<file path="config.mk">
export PLATFORM = sky130hd
export DESIGN_NAME = ssc_strap_capture
export DESIGN_NICKNAME = d
export VERILOG_FILES = /design/src/inc/ssc_pkg.sv /design/src/inc/ssc_latch_if.sv /design/src/verilog/ssc_strap_latch.sv /design/src/verilog/ssc_strap_capture.sv
export VERILOG_INCLUDE_DIRS = /design/src /design/src/inc
export SDC_FILE = /design/constraint.sdc
export NUM_CORES = 1
export LEC_CHECK = 0
export BUFFER_PORTS_ARGS = -buffer_cell sky130_fd_sc_hd__buf_4
export CORE_AREA = 2 2 62 93
export CTS_CLUSTER_DIAMETER = 120
export DETAILED_ROUTE_END_ITERATION = 8
export DIE_AREA = 0 0 64 95
export HOLD_SLACK_MARGIN = 0.05
export PLACE_DENSITY = 0.71
export SLEW_MARGIN = 5
export SYNTH_ARGS = -nofsm -noshare
export SYNTH_HDL_FRONTEND = slang
export SYNTH_SLANG_ARGS = --single-unit
export TNS_END_PERCENT = 5
</file>
<file path="constraint.sdc">
create_clock -name core_clk -period 1.4 [get_ports core_clk]
set_clock_uncertainty 0.1 [all_clocks]
set_input_delay 0.21 -clock core_clk [delete_from_list [all_inputs] [get_ports core_clk]]
set_output_delay 0.21 -clock core_clk [all_outputs]
set_load 0.01 [all_outputs]
</file>
<file path="src/inc/ssc_consts.svh">
// How it works
// - Receive-valid strap sampled in reset: high gives PHY-like role, low MAC-like.
// - Receive data 3 strap: high enables port 2 negotiation, low disables it.
// - Negotiation off: receive data 2 strap high forces 100, low forces 10.
// - Receive data 1 strap picks full or half duplex, forced or fallback.
// - Receive data 0 strap high forces flow control, low follows negotiation.
// - Reduced-pin variant: transmit data 3 strap gates the reference clock output.
// - MII variant: transmit clock driven in PHY-like and serial modes, input otherwise.
// - MII variant: receive clock driven in PHY-like role, input in MAC-like role.
// - PHY-like role: host link indicator high means no link, enter bypass.
// - Power-down input low powers the chip down, dropping all configuration.
// - Strap pins are pulled-up inputs during reset; receive valid and receive data pins are outputs after release,
//   except reduced-pin receive data 3, driven only with the transmit data 3 strap high.
// - Serial data-out strap: high selects 25 MHz, low 50 MHz core clock.
`ifndef SSC_CONSTS_SVH
`define SSC_CONSTS_SVH

`define SSC_ADDR_W 8
`define SSC_REG_STRAP 8'h00
`define SSC_REG_CTRL 8'h04
`define SSC_REG_STATUS 8'h08

`define SSC_CTRL_BYPASS 0
`define SSC_CTRL_SERIAL_NETWORK_MODE 1
`define SSC_CTRL_RST 2'h0

`define SSC_STAT_BYPASS 3
`define SSC_STAT_SPEED 4
`define SSC_STAT_DUPLEX 5
`define SSC_STAT_FLOWCTL 6
`define SSC_STAT_VALID 7

`define SSC_STRAP_RST 7'h7f
`define SSC_ZERO32 32'h0000_0000

`endif

</file>
<file path="src/inc/ssc_pkg.sv">
package ssc_pkg;

	typedef enum logic [2:0] {
		ST_SAMPLE = 3'h1,
		ST_RUN = 3'h2,
		ST_PDN = 3'h4
	} ssc_state_t;

	typedef struct packed {
		logic clk_sel_25m;
		logic refclk_en;
		logic force_fc;
		logic full_dpx;
		logic speed_100;
		logic autoneg;
		logic phy_role;
	} ssc_strap_t;

	typedef struct packed {
		ssc_state_t state;
		logic [1:0] ctrl;
		logic [31:0] rdata;
		logic p2_speed_100;
		logic p2_full_dpx;
		logic p2_flowctl;
		logic bypass;
		logic clk_sel_50m;
		logic [3:0] rxd;
		logic rxdv;
		logic crs;
		logic crs_in;
		logic txc;
		logic rxc;
		logic txc_in;
		logic rxc_in;
		logic sdo;
	} ssc_top_t;

	typedef struct packed {
		ssc_strap_t shadow;
		ssc_strap_t held;
	} ssc_latch_t;

endpackage

</file>
<file path="src/inc/ssc_latch_if.sv">
interface ssc_latch_if;
	logic sample;
	logic commit;
	logic clear;
	ssc_pkg::ssc_strap_t pins;
	ssc_pkg::ssc_strap_t held;

	modport ctl (
		output sample,
		output commit,
		output clear,
		output pins,
		input held
	);

	modport lat (
		input sample,
		input commit,
		input clear,
		input pins,
		output held
	);
endinterface

</file>
<file path="src/verilog/ssc_strap_latch.sv">
`include "ssc_consts.svh"

module ssc_strap_latch (
	// Clock
	input wire logic core_clk,
	// Control and data
	ssc_latch_if.lat lk
);

	localparam logic [6:0] STRAP_RST = `SSC_STRAP_RST;

	ssc_pkg::ssc_latch_t q;
	ssc_pkg::ssc_latch_t d;
	logic [6:0] shadow_nx;
	logic [6:0] held_nx;

	// Per strap bit shadow and hold
	genvar i;
	generate
		for (i = 0; i < 7; i++) begin : g_bit
			assign shadow_nx[i] = lk.sample ? lk.pins[i] : q.shadow[i];
			assign held_nx[i] = lk.clear ? STRAP_RST[i] : (lk.commit ? q.shadow[i] : q.held[i]);
		end
	endgenerate

	always_comb begin
		d = q;
		d.shadow = shadow_nx;
		d.held = held_nx;
	end

	always_ff @(posedge core_clk) begin
		q <= d;
	end

	assign lk.held = q.held;

endmodule

</file>
<file path="src/verilog/ssc_strap_capture.sv">
// Chosen here: strobed register access and the placing of the registers.
`include "ssc_consts.svh"

module ssc_strap_capture #(
	parameter int RMII_VARIANT = 0
) (
	// Clock and reset
	input wire logic core_clk,
	input wire logic reset,
	// Register port
	input wire logic [7:0] reg_addr,
	input wire logic [31:0] reg_wdata,
	input wire logic reg_wr,
	input wire logic reg_rd,
	output logic [31:0] reg_rdata,
	// Power-down input
	input wire logic chip_powerdown_n,
	// Port 3 receive valid
	input wire logic port3_rx_valid_pin_i,
	output logic port3_rx_valid_pin_o,
	output logic port3_rx_valid_pin_oe,
	// Port 3 receive data
	input wire logic [3:0] port3_rx_data_pin_i,
	output logic [3:0] port3_rx_data_pin_o,
	output logic [3:0] port3_rx_data_pin_oe,
	// Port 3 transmit data 3 and error
	input wire logic port3_tx_data3_pin,
	input wire logic port3_tx_error_pin,
	// Port 3 transmit clock
	input wire logic port3_tx_clock_pin_i,
	output logic port3_tx_clock_pin_o,
	output logic port3_tx_clock_pin_oe,
	// Port 3 receive clock
	input wire logic port3_rx_clock_pin_i,
	output logic port3_rx_clock_pin_o,
	output logic port3_rx_clock_pin_oe,
	// Port 3 carrier sense
	input wire logic port3_carrier_sense_pin_i,
	output logic port3_carrier_sense_pin_o,
	output logic port3_carrier_sense_pin_oe,
	// Serial data out
	input wire logic serial_data_out_pin_i,
	output logic serial_data_out_pin_o,
	output logic serial_data_out_pin_oe,
	// Core side of port 3
	input wire logic mii_rx_valid,
	input wire logic [3:0] mii_rx_data,
	input wire logic mii_crs,
	input wire logic int_tx_clk,
	input wire logic int_rx_clk,
	input wire logic int_refclk,
	input wire logic spi_q,
	input wire logic spi_q_en,
	output logic port3_crs_in,
	output logic port3_tx_clk_in,
	output logic port3_rx_clk_in,
	// Port 2 negotiation results
	input wire logic an_done,
	input wire logic an_speed_100,
	input wire logic an_full_duplex,
	input wire logic an_pause,
	// Decoded configuration
	output logic config_valid,
	output logic port3_phy_role,
	output logic port2_autoneg_strap,
	output logic port2_speed_100,
	output logic port2_full_duplex,
	output logic port2_flowctl_en,
	output logic port2_force_flowctl_strap,
	output logic refclk_out_enable_strap,
	output logic core_clk_sel_50m,
	output logic bypass_p1_p2,
	output logic chip_powered_down
);

	generate
		if (RMII_VARIANT < 0 || RMII_VARIANT > 1) begin : g_chk
			$error("RMII_VARIANT must be 0 or 1");
		end
	endgenerate

	localparam logic RMII = (RMII_VARIANT == 1);
	localparam ssc_pkg::ssc_top_t TOP_RST = '{state: ssc_pkg::ST_SAMPLE, default: '0};

	ssc_pkg::ssc_top_t q;
	ssc_pkg::ssc_top_t d;
	ssc_pkg::ssc_strap_t cfg;
	ssc_pkg::ssc_strap_t pins_now;
	logic run;
	logic pdn;
	logic sample_win;
	logic commit;
	logic serial_network_mode;
	logic host_no_link;
	logic drive_rxd3;

	ssc_latch_if lk ();

	ssc_strap_latch u_latch (
		.core_clk(core_clk),
		.lk(lk)
	);

	// Strap pin gathering
	always_comb begin
		pins_now = '0;
		pins_now.phy_role = port3_rx_valid_pin_i;
		pins_now.autoneg = port3_rx_data_pin_i[3];
		pins_now.speed_100 = port3_rx_data_pin_i[2];
		pins_now.full_dpx = port3_rx_data_pin_i[1];
		pins_now.force_fc = port3_rx_data_pin_i[0];
		pins_now.refclk_en = RMII & port3_tx_data3_pin;
		pins_now.clk_sel_25m = serial_data_out_pin_i;
	end

	// Phase decode
	assign run = (q.state == ssc_pkg::ST_RUN);
	assign pdn = ~chip_powerdown_n;
	assign sample_win = reset | (q.state != ssc_pkg::ST_RUN);
	assign commit = ~reset & ~pdn & (q.state == ssc_pkg::ST_SAMPLE);
	assign cfg = lk.held;
	assign serial_network_mode = q.ctrl[`SSC_CTRL_SERIAL_NETWORK_MODE];
	assign host_no_link = cfg.phy_role & port3_tx_error_pin;
	assign drive_rxd3 = ~RMII | cfg.refclk_en;

	// Latch control
	assign lk.sample = sample_win;
	assign lk.commit = commit;
	assign lk.clear = reset | pdn;
	assign lk.pins = pins_now;

	// Next state
	always_comb begin
		d = q;
		d.rdata = `SSC_ZERO32;
		case (q.state)
			ssc_pkg::ST_SAMPLE: begin
				if (pdn) begin
					d.state = ssc_pkg::ST_PDN;
				end else begin
					d.state = ssc_pkg::ST_RUN;
				end
			end
			ssc_pkg::ST_RUN: begin
				if (pdn) begin
					d.state = ssc_pkg::ST_PDN;
				end
			end
			ssc_pkg::ST_PDN: begin
				if (!pdn) begin
					d.state = ssc_pkg::ST_SAMPLE;
				end
			end
			default: begin
				d.state = ssc_pkg::ST_SAMPLE;
			end
		endcase

		// Register writes
		if (reg_wr && reg_addr == `SSC_REG_CTRL) begin
			d.ctrl = reg_wdata[1:0];
		end
		if (pdn) begin
			d.ctrl = `SSC_CTRL_RST;
		end

		// Register reads
		if (reg_rd) begin
			case (reg_addr)
				`SSC_REG_STRAP: begin
					d.rdata = {25'h000_0000, cfg};
				end
				`SSC_REG_CTRL: begin
					d.rdata = {30'h0000_0000, q.ctrl};
				end
				`SSC_REG_STATUS: begin
					d.rdata = `SSC_ZERO32;
					d.rdata[2:0] = q.state;
					d.rdata[`SSC_STAT_BYPASS] = q.bypass;
					d.rdata[`SSC_STAT_SPEED] = q.p2_speed_100;
					d.rdata[`SSC_STAT_DUPLEX] = q.p2_full_dpx;
					d.rdata[`SSC_STAT_FLOWCTL] = q.p2_flowctl;
					d.rdata[`SSC_STAT_VALID] = run;
				end
				default: begin
					d.rdata = `SSC_ZERO32;
				end
			endcase
		end

		// Port 2 effective settings
		d.p2_speed_100 = 1'b0;
		d.p2_full_dpx = 1'b0;
		d.p2_flowctl = 1'b0;
		if (run) begin
			if (cfg.autoneg) begin
				d.p2_speed_100 = an_speed_100;
				d.p2_full_dpx = an_done ? an_full_duplex : cfg.full_dpx;
			end else begin
				d.p2_speed_100 = cfg.speed_100;
				d.p2_full_dpx = cfg.full_dpx;
			end
			d.p2_flowctl = cfg.force_fc | (cfg.autoneg & an_done & an_pause);
		end

		// Bypass between ports 1 and 2
		d.bypass = run & (host_no_link | q.ctrl[`SSC_CTRL_BYPASS]);
		d.clk_sel_50m = ~cfg.clk_sel_25m;

		// Pin output data
		d.rxdv = mii_rx_valid;
		d.rxd = mii_rx_data;
		if (RMII) begin
			d.rxd[3] = int_refclk;
		end
		d.crs = mii_crs;
		d.txc = int_tx_clk;
		d.rxc = int_rx_clk;
		d.sdo = spi_q;

		// Inputs toward the core
		d.crs_in = run & ~cfg.phy_role & port3_carrier_sense_pin_i;
		d.txc_in = port3_tx_clock_pin_i;
		d.rxc_in = port3_rx_clock_pin_i;
	end

	always_ff @(posedge core_clk) begin
		if (reset) begin
			q <= TOP_RST;
		end else begin
			q <= d;
		end
	end

	// Pin drive, outputs enabled only in the run state
	assign port3_rx_valid_pin_o = q.rxdv;
	assign port3_rx_valid_pin_oe = run;
	assign port3_rx_data_pin_o = q.rxd;
	assign port3_rx_data_pin_oe = {run & drive_rxd3, {3{run}}};
	assign port3_tx_clock_pin_o = q.txc;
	assign port3_tx_clock_pin_oe = run & ~RMII & (cfg.phy_role | serial_network_mode);
	assign port3_rx_clock_pin_o = q.rxc;
	assign port3_rx_clock_pin_oe = run & ~RMII & cfg.phy_role;
	assign port3_carrier_sense_pin_o = q.crs;
	assign port3_carrier_sense_pin_oe = run & ~RMII & cfg.phy_role;
	assign serial_data_out_pin_o = q.sdo;
	assign serial_data_out_pin_oe = run & spi_q_en;

	// Core side and configuration
	assign reg_rdata = q.rdata;
	assign port3_crs_in = q.crs_in;
	assign port3_tx_clk_in = q.txc_in;
	assign port3_rx_clk_in = q.rxc_in;
	assign config_valid = run;
	assign port3_phy_role = cfg.phy_role;
	assign port2_autoneg_strap = cfg.autoneg;
	assign port2_speed_100 = q.p2_speed_100;
	assign port2_full_duplex = q.p2_full_dpx;
	assign port2_flowctl_en = q.p2_flowctl;
	assign port2_force_flowctl_strap = cfg.force_fc;
	assign refclk_out_enable_strap = cfg.refclk_en;
	assign core_clk_sel_50m = q.clk_sel_50m;
	assign bypass_p1_p2 = q.bypass;
	assign chip_powered_down = (q.state == ssc_pkg::ST_PDN);

endmodule

</file>
# Yosys cells after proc, flatten, opt, wreduce, memory -nomap -nowiden
# Cells that the tools add are included.
dict set report totals {
  regBits 67
  output_inout_bits 64
  inputBits 71
}
dict set report op_classes {
  eq_ne 8
  reduce_logical 6
  mux 7
  n_bitwise 22
}
# cell count
set ops {}
lappend ops {{$pmux 8 s3} 1}
lappend ops {{$and 1x1->1} 11}
lappend ops {{$mux 3} 3}
lappend ops {{$pmux 3 s3} 1}
lappend ops {{$eq 8x3->1 const B} 1}
lappend ops {{$eq 8x4->1 const B} 1}
lappend ops {{$logic_not 8->1} 1}
lappend ops {{$not 1->1} 6}
lappend ops {{$reduce_or 2->1} 3}
lappend ops {{$or 1x1->1} 5}
lappend ops {{$ne 2x2->1 const B} 2}
lappend ops {{$eq 3x1->1 const B} 1}
lappend ops {{$eq 3x2->1 const B} 1}
lappend ops {{$eq 3x3->1 const B} 1}
lappend ops {{$ne 3x2->1 const B} 1}
lappend ops {{$mux 2} 1}
lappend ops {{$reduce_and 2->1} 1}
lappend ops {{$logic_and 1x1->1} 1}
lappend ops {{$mux 1} 1}

# Depth between registers and ports, before layout
# Gate-level depths: netlist of run 1.
dict set report logic_depth {
  depth_word 3
  depth_mapped 4
  depth_no_buf 3
}

# Cells and area by module
# Synthesis of run 1 repeated with hierarchy kept, for this count alone.
dict set report unflattened {
  hier_cells 185
  area_unflattened_um2 1948.1
}
# module instances seq_area_each_um2 cells_each area_per_inst_um2
set modules_own_cells {}
lappend modules_own_cells {ssc_strap_capture 1 600.6 149 1416.4}
lappend modules_own_cells {ssc_strap_latch 1 350.3 36 531.8}

# Worst setup path after synthesis of run 1
# OpenSTA, ideal clock, no wires.
dict set report synth_timing {
  path_type {register to output}
  from {register q[52] (netlist bit)}
  to {output port3_rx_clock_pin_oe}
  path_stages_with_launch 4
  t_arrival_ns 1.194
  path_slack_ns -0.104
  required_ns 1.090
  path_cell_list {dfxtp_1 nor3b_4 and2_1 buf_4}
}
dict set report synth_between {
  elab_chain_len 2
}
# item line_no
set synth_rtl {}
lappend synth_rtl {{start, declared} ssc_strap_capture.sv:85} ;# ssc_pkg::ssc_top_t q;
lappend synth_rtl {{start signal, assigned} ssc_strap_capture.sv:229} ;# q <= TOP_RST;
lappend synth_rtl {{start signal, assigned} ssc_strap_capture.sv:231} ;# q <= d;
lappend synth_rtl {{$eq 3x2->1} ssc_strap_capture.sv:117} ;# assign run = (q.state == ssc_pkg::ST_RUN);
lappend synth_rtl {{via config_valid} ssc_strap_capture.sv:63} ;# output logic config_valid,
lappend synth_rtl {{$and 1x1->1} --}
lappend synth_rtl {{end, declared} ssc_strap_capture.sv:36} ;# output logic port3_rx_clock_pin_oe,
# The timed path passes the listed nets, and every way through them passes these cells.

# Worst setup path in the final report of run 1
dict set report layout_timing {
  from {register q[51] (netlist bit)}
  to {output port3_carrier_sense_pin_oe}
}
dict set report layout_between {
  elab_chain_len 2
}
# item line_no
set layout_rtl {}
lappend layout_rtl {{$eq 3x2->1} ssc_strap_capture.sv:117}
lappend layout_rtl {{$and 1x1->1} ssc_strap_capture.sv:245} ;# assign port3_carrier_sense_pin_oe = run & ~RMII & cfg.phy_role;
lappend layout_rtl {{end, declared} ssc_strap_capture.sv:40} ;# output logic port3_carrier_sense_pin_oe,
# No other way between the ends.

==> metrics.yaml, run 1 <==
die:
  io_pins: 135
  fp.dieW_um: 64
  floorplan.rows: 33
  die-area_um2: 6080
  fp.dieH_um: 95
  start_util_pct: 34.6
  core_area_um2: 5330
yosys:
  synth-seq-cells: 43
  synthArstFlopShare_pct: 0
  synth_top_family_by_area: "simple AND/OR/NAND/NOR gates"
  syn_inst: 186
  syn_avg_cell_area_um2: 9.90
  synth_top_area_share_pct: 40.2
  yosysSeqAreaShare_pct: 50.0
  yosys.area_share.xor_xnor_pct: 0.476
  synth-compound-area-share_pct: 4.55
  synth_largest_area_cell: "dfxtp_1"
  yosys.area_share.adder_pct: 0
  synth_area_leaders: "dfxtp_1 (40%), buf_4 (17%), edfxtp_1 (9.8%)"
  synth_edf_count: 6
  yosys.area_share.simple_pct: 22.2
  synth.area.mux_share_pct: 4.35
  yosysUniqueCellTypes: 35
  synthFlopType: "dfxtp_1"
  yosys_warnings: 0
  synth.cell_area_um2: 1840
sta:
  hold_viol_final: 0
  setup_viol: 11
  grt_setup_unrepaired: "true"
  max_freq_mhz: 634
  fin_ws_ps: -178
  post-route-period-util_pct: 113
  whs_ps: 53.0
  finalCriticalPeriod_ps: 1580
  slew_violations: 0
routing:
  postRouteAntennaNets: 0
  routed_wl_um: 4020
  routed.top_layer: "met4"
  drt-initial-drc-count: 16
  vias_per_cell: 4.29
  met2_length_um: 2250
  drc: 0
  wl_met1_um: 1430
  routed-wl-met3_um: 235
  wire_per_inst_um: 11.6
  drtPass1Iterations: 4
  vias: 1493
power_and_ir_drop:
  p_switching_mw: 0.727
  peakVddDrop_v: 0.000538
  clkPwrFrac_pct: 27.5
  share_seq_of_total_power_pct: 50.4
  switching_share_pct: 26.5
  total_leakage_power_nw: 1.27
  p_comb_share_pct: 22.1
  p_int_mw: 2.01
  power_density_nw_per_um2: 1020
global_routing:
  grt_pass1_vias: 1506
  grt_max_degree: 19
  grt_overflow: 0
  antenna_found_initial: 0
  grt_pass1_wl_um: 6580
  grt_usage_pct: 14.1
placement:
  routabilityCongestion: 0.739
  place_ws_ps: 1.27
  numPortBuffers: 78
  dp_hpwl_um: 2890
outcome:
  violations: "negative setup slack"
  status: "finished with violations"
setup_path:
  critPathMaxStageDelay_ps: 360
  start_kind: "flip-flop"
  critPathSlowestCell: "dfxtp_2"
  reg2reg_depth: 5
  cp_num_cells: 4
  worstPathCellList: "nor3b_4 > buf_6 > and2_4 > buf_6"
  critical_path.startpoint: "q[51]"
  cp_top_family: "simple AND/OR/NAND/NOR gates"
  critPathCapture: "port3_carrier_sense_pin_oe"
  reg2reg_to: "u_latch.lk.held[0]"
  worst_r2r_startpoint: "q[53]"
  crit_path_frequent_cell: "buf_6"
  rrSetupSlack_ps: 10
  crit_path_end_kind: "primary output"
  criticalPathCategory: "reg -> out"
  worst_ep_arrival_time_ps: 1270
  critPathMaxFanout: 4
  cp.buffers_inverters: 2
  required_ps: 1090
clock_network:
  clockBufferDepth: 2
  path_clk_slew_ps: 80
  cts_tree: "done"
  cts_buffers: 5
  htreeDepth: 2
  clk_latency_ps: 290
  clock_tree.root_cell: "clkbuf_8"
  cts_num_sinks: 43
layout:
  area_delta_synth_final_pct: 46.1
  fillers: 515
  drive_above_1_share_pct: 38.8
  fin_nets: 348
  antenna_cells: 0
run:
  cap_viol_max_count: 0
hold_path:
  hp-start: "int_tx_clk"
  hp-class: "in -> reg"
## power groups by stage
stage	Combinational [mW]	Sequential [mW]	Clock (mW)
detailed placement	0.521	1.41	0
floorplan	0.325	1.41	0
finish	0.605	1.38	0.754
CTS	0.602	1.38	0.778
global route	0.669	1.39	0.834
global placement	0.509	1.40	0
## synth_stat cells (all sizes together) (2+ instances only)
master,n
a2bb2oi,2
and2,2
nor3b,5
mux2i,8
a21oi,3
o31ai,2
nor2,14
clkbuf,3
nand3b,2
edfxtp,6
nand4,2
nand3,8
nor4,2
dfxtp,37
a21boi,2
nand2b,2
nor2b,13
buf,43
nand2,17
## kinds of logic (layout without fill, tap and decap cells)
family / count (synthesis) / after routing
AO/OA/AOI/OAI: 12 / 12
AND/OR/NAND/NOR: 74 / 74
buffers and inverters: 47 / 116
multiplexers: 8 / 8
XOR/XNOR: 1 / 1
other: 1 / 24
flip-flops: 43 / 43
## per-stage QoR
step | area [um2] | utilization (%) | setup TNS (ps) | total power, mW | cells
floorplan | 1940 | - | -13.5 | 1.74 | 209
global placement | 2340 | 44.0 | -5.06 | 1.91 | 320
detailed placement | 2340 | 44.0 | 0 | 1.93 | 320
CTS | 2680 | 50.3 | -1690 | 2.76 | 348
global route | 2690 | 50.5 | -2300 | 2.89 | 348
finish | 2690 | 50.5 | -1570 | 2.74 | 348
## per-layer routing
layer | vias up | track usage [%]
met5 | - | 0
met4 | 0 | 8.33
met3 | 10 | 2.74
met2 | 63 | 27.2
met1 | 688 | 13.6
li1 | 732 | -
## worst reg2reg max path, cell delays in order (launching register included)
cell,delay (ps)
dfxtp_4,360
buf_4,140
buf_4,130
or3b_4,410
nand2_1,90
nand3_1,70
## state kept, by name, indices dropped and copies added (netlist names), 4 cells and up
name                 flops
reg_rdata                8
u_latch.q                6
u_latch.lk.held          7
q                        5
port3_rx_data_pin_o      4
## cell type report
class                      instances  area (um2)  area share (%)
multi-input combinational        119         698            26.0
clock inverter                     2        12.5           0.465
clock buffer                       6        72.6            2.70
inverter                           1        3.75           0.140
tap                               70        87.6            3.26
sequential                        43         927            34.5
timing repair buffer             107         888            33.0
## layout by cell type (no fill, tap or decap), types with 2 or more instances in the layout
cell,Yosys,final
o31ai_1,2,2
a21boi_1,2,2
nor2b_1,13,13
nand3b_1,2,2
nand4_1,2,2
clkbuf_8,0,5
nand2_1,17,17
nor3b_4,1,2
nor4_1,2,2
conb_1,1,24
a2bb2oi_1,2,2
buf_4,42,81
dlygate4sd3_1,0,17
edfxtp_1,6,6
buf_6,0,8
mux2i_1,8,8
nor3b_1,4,2
a21oi_1,3,3
dfxtp_1,37,34
dfxtp_2,0,2
nand3_1,8,8
nor2_1,14,14
## worst min path at each step
stage                              to  cells past startpoint  slack [ps]
2_1_floorplan  port3_rx_data_pin_o[0]                      1         180
3_3_place_gp                    q[53]                      2         290
3_5_place_dp             u_latch.q[7]                      1         290
4_1_cts          port3_tx_clock_pin_o                      2          60
5_1_grt                  bypass_p1_p2                      3          80
6_report         port3_tx_clock_pin_o                      2          50
## what timing repair did
action | 4_1_cts | 5_1_grt
endpoints found under the hold margin | 17 | 0
pin swaps | 3 | 1
resized for setup | 13 | 2
endpoints found under the setup margin | 14 | 18
buffers inserted | 3 | 0
hold buffers | 17 | 0
Note: power is estimated with default switching activity, not from simulation.
==> run 2, diff against run 1 <==
--- a/config.mk
+++ b/config.mk
@@ -6,13 +6,14 @@
 export SDC_FILE = /design/constraint.sdc
 export NUM_CORES = 1
 export LEC_CHECK = 0
+export ABC_AREA = 1
 export BUFFER_PORTS_ARGS = -buffer_cell sky130_fd_sc_hd__buf_4
-export CORE_AREA = 2 2 62 93
+export CORE_AREA = 2 2 63 95
 export CTS_CLUSTER_DIAMETER = 120
 export DETAILED_ROUTE_END_ITERATION = 8
-export DIE_AREA = 0 0 64 95
+export DIE_AREA = 0 0 65 97
 export HOLD_SLACK_MARGIN = 0.05
-export PLACE_DENSITY = 0.71
+export PLACE_DENSITY = 0.72
 export SLEW_MARGIN = 5
 export SYNTH_ARGS = -nofsm -noshare
 export SYNTH_HDL_FRONTEND = slang
==> run 2 against run 1 <==
  * The flow still finishes with violations (negative setup slack)
  * Die area rose by 3.7%
  * Hold slack improved by 31 ps
  * Final cell count rose by 16%
  * Synthesized area rose by 7.5%
  * Via count rose by 10%
==> metrics.yaml, run 2 <==
clock_network:
  clock_tree.root_cell: "clkbuf_8"
  path_clk_slew_ps: 80
  clk_latency_ps: 300
  htreeDepth: 2
  cts_num_sinks: 43
  clockBufferDepth: 2
  cts_buffers: 5
  cts_tree: "done"
setup_path:
  crit_path_end_kind: "primary output"
  start_kind: "flip-flop"
  critPathMaxFanout: 2
  reg2reg_depth: 5
  required_ps: 1090
  reg2reg_to: "u_latch.q[8]"
  worst_ep_arrival_time_ps: 1100
  criticalPathCategory: "reg -> out"
  critPathCapture: "chip_powered_down"
  critical_path.startpoint: "q[53]"
  rrSetupSlack_ps: 70
  worst_r2r_startpoint: "q[51]"
global_routing:
  antenna_found_initial: 0
  grt_overflow: 0
  grt_max_degree: 15
  grt_usage_pct: 15.2
  grt_pass1_vias: 1591
  grt_pass1_wl_um: 7400
sta:
  max_freq_mhz: 707
  finalCriticalPeriod_ps: 1410
  slew_violations: 0
  post-route-period-util_pct: 101
  hold_viol_final: 0
  whs_ps: 84.2
  fin_ws_ps: -13.7
  grt_setup_unrepaired: "true"
  setup_viol: 1
power_and_ir_drop:
  total_leakage_power_nw: 1.44
  p_int_mw: 2.10
  share_seq_of_total_power_pct: 47.6
  power_density_nw_per_um2: 1010
  clkPwrFrac_pct: 34.2
  p_comb_share_pct: 18.2
  p_switching_mw: 0.755
  peakVddDrop_v: 0.000904
  switching_share_pct: 26.5
  total_power_mw: 2.85
routing:
  postRouteAntennaNets: 0
  drc: 0
  vias: 1649
  vias_per_cell: 4.10
  drtPass1Iterations: 4
  drt-initial-drc-count: 30
  wire_per_inst_um: 11.3
  routed_wl_um: 4540
run:
  cap_viol_max_count: 0
yosys:
  synthArstFlopShare_pct: 0
  synthFlopType: "dfxtp_1"
  synth_edf_count: 6
  yosysUniqueCellTypes: 26
  synth_area_leaders: "dfxtp_1 (37%), buf_4 (16%), edfxtp_1 (9.1%)"
  synth_largest_area_cell: "dfxtp_1"
  syn_avg_cell_area_um2: 8.29
  yosysSeqAreaShare_pct: 46.5
  synth-seq-cells: 43
  yosysMostFrequentCell: "buf_4"
  syn_inst: 239
  synth_top_area_share_pct: 37.4
  yosys_warnings: 0
  synth.cell_area_um2: 1980
  synth_commonest_cells: "buf_4 (42), dfxtp_1 (37), nor2_1 (36)"
placement:
  routabilityCongestion: 0.752
  dp_hpwl_um: 3280
  dp_cells: 370
  place_ws_ps: 108
  numPortBuffers: 78
layout:
  largest_reg_flops: 8
  mostFrequentLayoutCells: "buf_4 (84), nor2_1 (34), dfxtp_1 (33)"
  fin_nets: 402
  fin_util_pct: 52.3
  final_cells: 402
  area_delta_synth_final_pct: 42.8
  layout_commonest_cell: "buf_4"
  fillers: 501
  antenna_cells: 0
  drive_above_1_share_pct: 38.3
die:
  fp.dieW_um: 65
  fp.dieH_um: 97
  floorplan.rows: 33
  io_pins: 135
  start_util_pct: 36.6
  core_area_um2: 5410
  die-area_um2: 6310
outcome:
  violations: "negative setup slack"
  status: "finished with violations"
hold_path:
  hp-class: "in -> reg"
[run 2: cell count changes after synthesis, sizes merged, moves of 8 or more]
| cell | change |
|---|---|
| inv | +34 |
| nor2 | +28 |
| nand2 | +20 |
| nor2b | -13 |
| nand3 | +9 |
| mux2i | -8 |
[run 2: power groups by stage]
stage	sequential [mW]	clock, mW	combinational (mW)
after floorplan	1.39	0	0.279
after global placement	1.38	0	0.429
after detailed placement	1.38	0	0.439
after CTS	1.36	0.993	0.509
after global routing	1.37	1.05	0.571
final	1.36	0.975	0.518
[run 2: worst min path at each step]
stage,end,from,depth (start not counted)
6_report,bypass_p1_p2,port3_tx_error_pin,3
5_1_grt,bypass_p1_p2,port3_tx_error_pin,3
4_1_cts,q[53],chip_powerdown_n,4
3_5_place_dp,u_latch.q[10],port3_rx_data_pin_i[1],1
3_3_place_gp,u_latch.q[7],port3_rx_valid_pin_i,1
2_1_floorplan,reg_rdata[7],reset,1
[run 2: per-layer routing]
layer | share of wire, % | track usage [%] | routed length (um) | vias up
met1 | 36 | 16.1 | 1620 | 725
li1 | - | - | - | 847
met5 | 0 | 0 | 0 | -
met3 | 5.0 | 2.79 | 228 | 10
met4 | 2.6 | 7.36 | 120 | 0
met2 | 57 | 27.9 | 2570 | 67
[run 2: per-stage QoR]
stage / TNS (ps) / cell area (um2)
global route: -423 / 2830
global placement: 0 / 2440
detailed placement: 0 / 2440
CTS: -43.5 / 2810
finish: -13.7 / 2830
floorplan: 0 / 2070
[run 2: critical path, cell delays in order (launching register included)]
cell,delay (ps)
dfxtp_2,340
inv_2,50
buf_4,140
nor3_4,140
buf_6,130
[run 2: cells by family (layout without fill, tap and decap cells)]
group                  Yosys count  count (layout)  synth area share, %
and+or+nand+nor                101             101                 25.6
buffers and inverters           79             149                 23.2
DFF                             43              43                 46.5
AOI/OAI and AO/OA               15              15                 4.48
other                            1              24                0.189
[run 2: cell type report]
| type | count | area [um2] | share of cell area (%) |
|---|---|---|---|
| inverters | 36 | 140 | 4.95 |
| clock inverters | 3 | 43.8 | 1.55 |
| clock buffers | 5 | 68.8 | 2.43 |
| well taps | 70 | 87.6 | 3.10 |
| multi-input cells | 140 | 717 | 25.3 |
| repair buffers | 105 | 843 | 29.8 |
| flip-flops and latches | 43 | 928 | 32.8 |
[run 2: timing repair]
item | CTS | global route
gates resized for setup | 10 | 7
hold buffers | 19 | 0
setup endpoints to repair | 11 | 19
pin swaps | 1 | 1
setup buffers | 6 | 0
endpoints found under the hold margin | 19 | 0
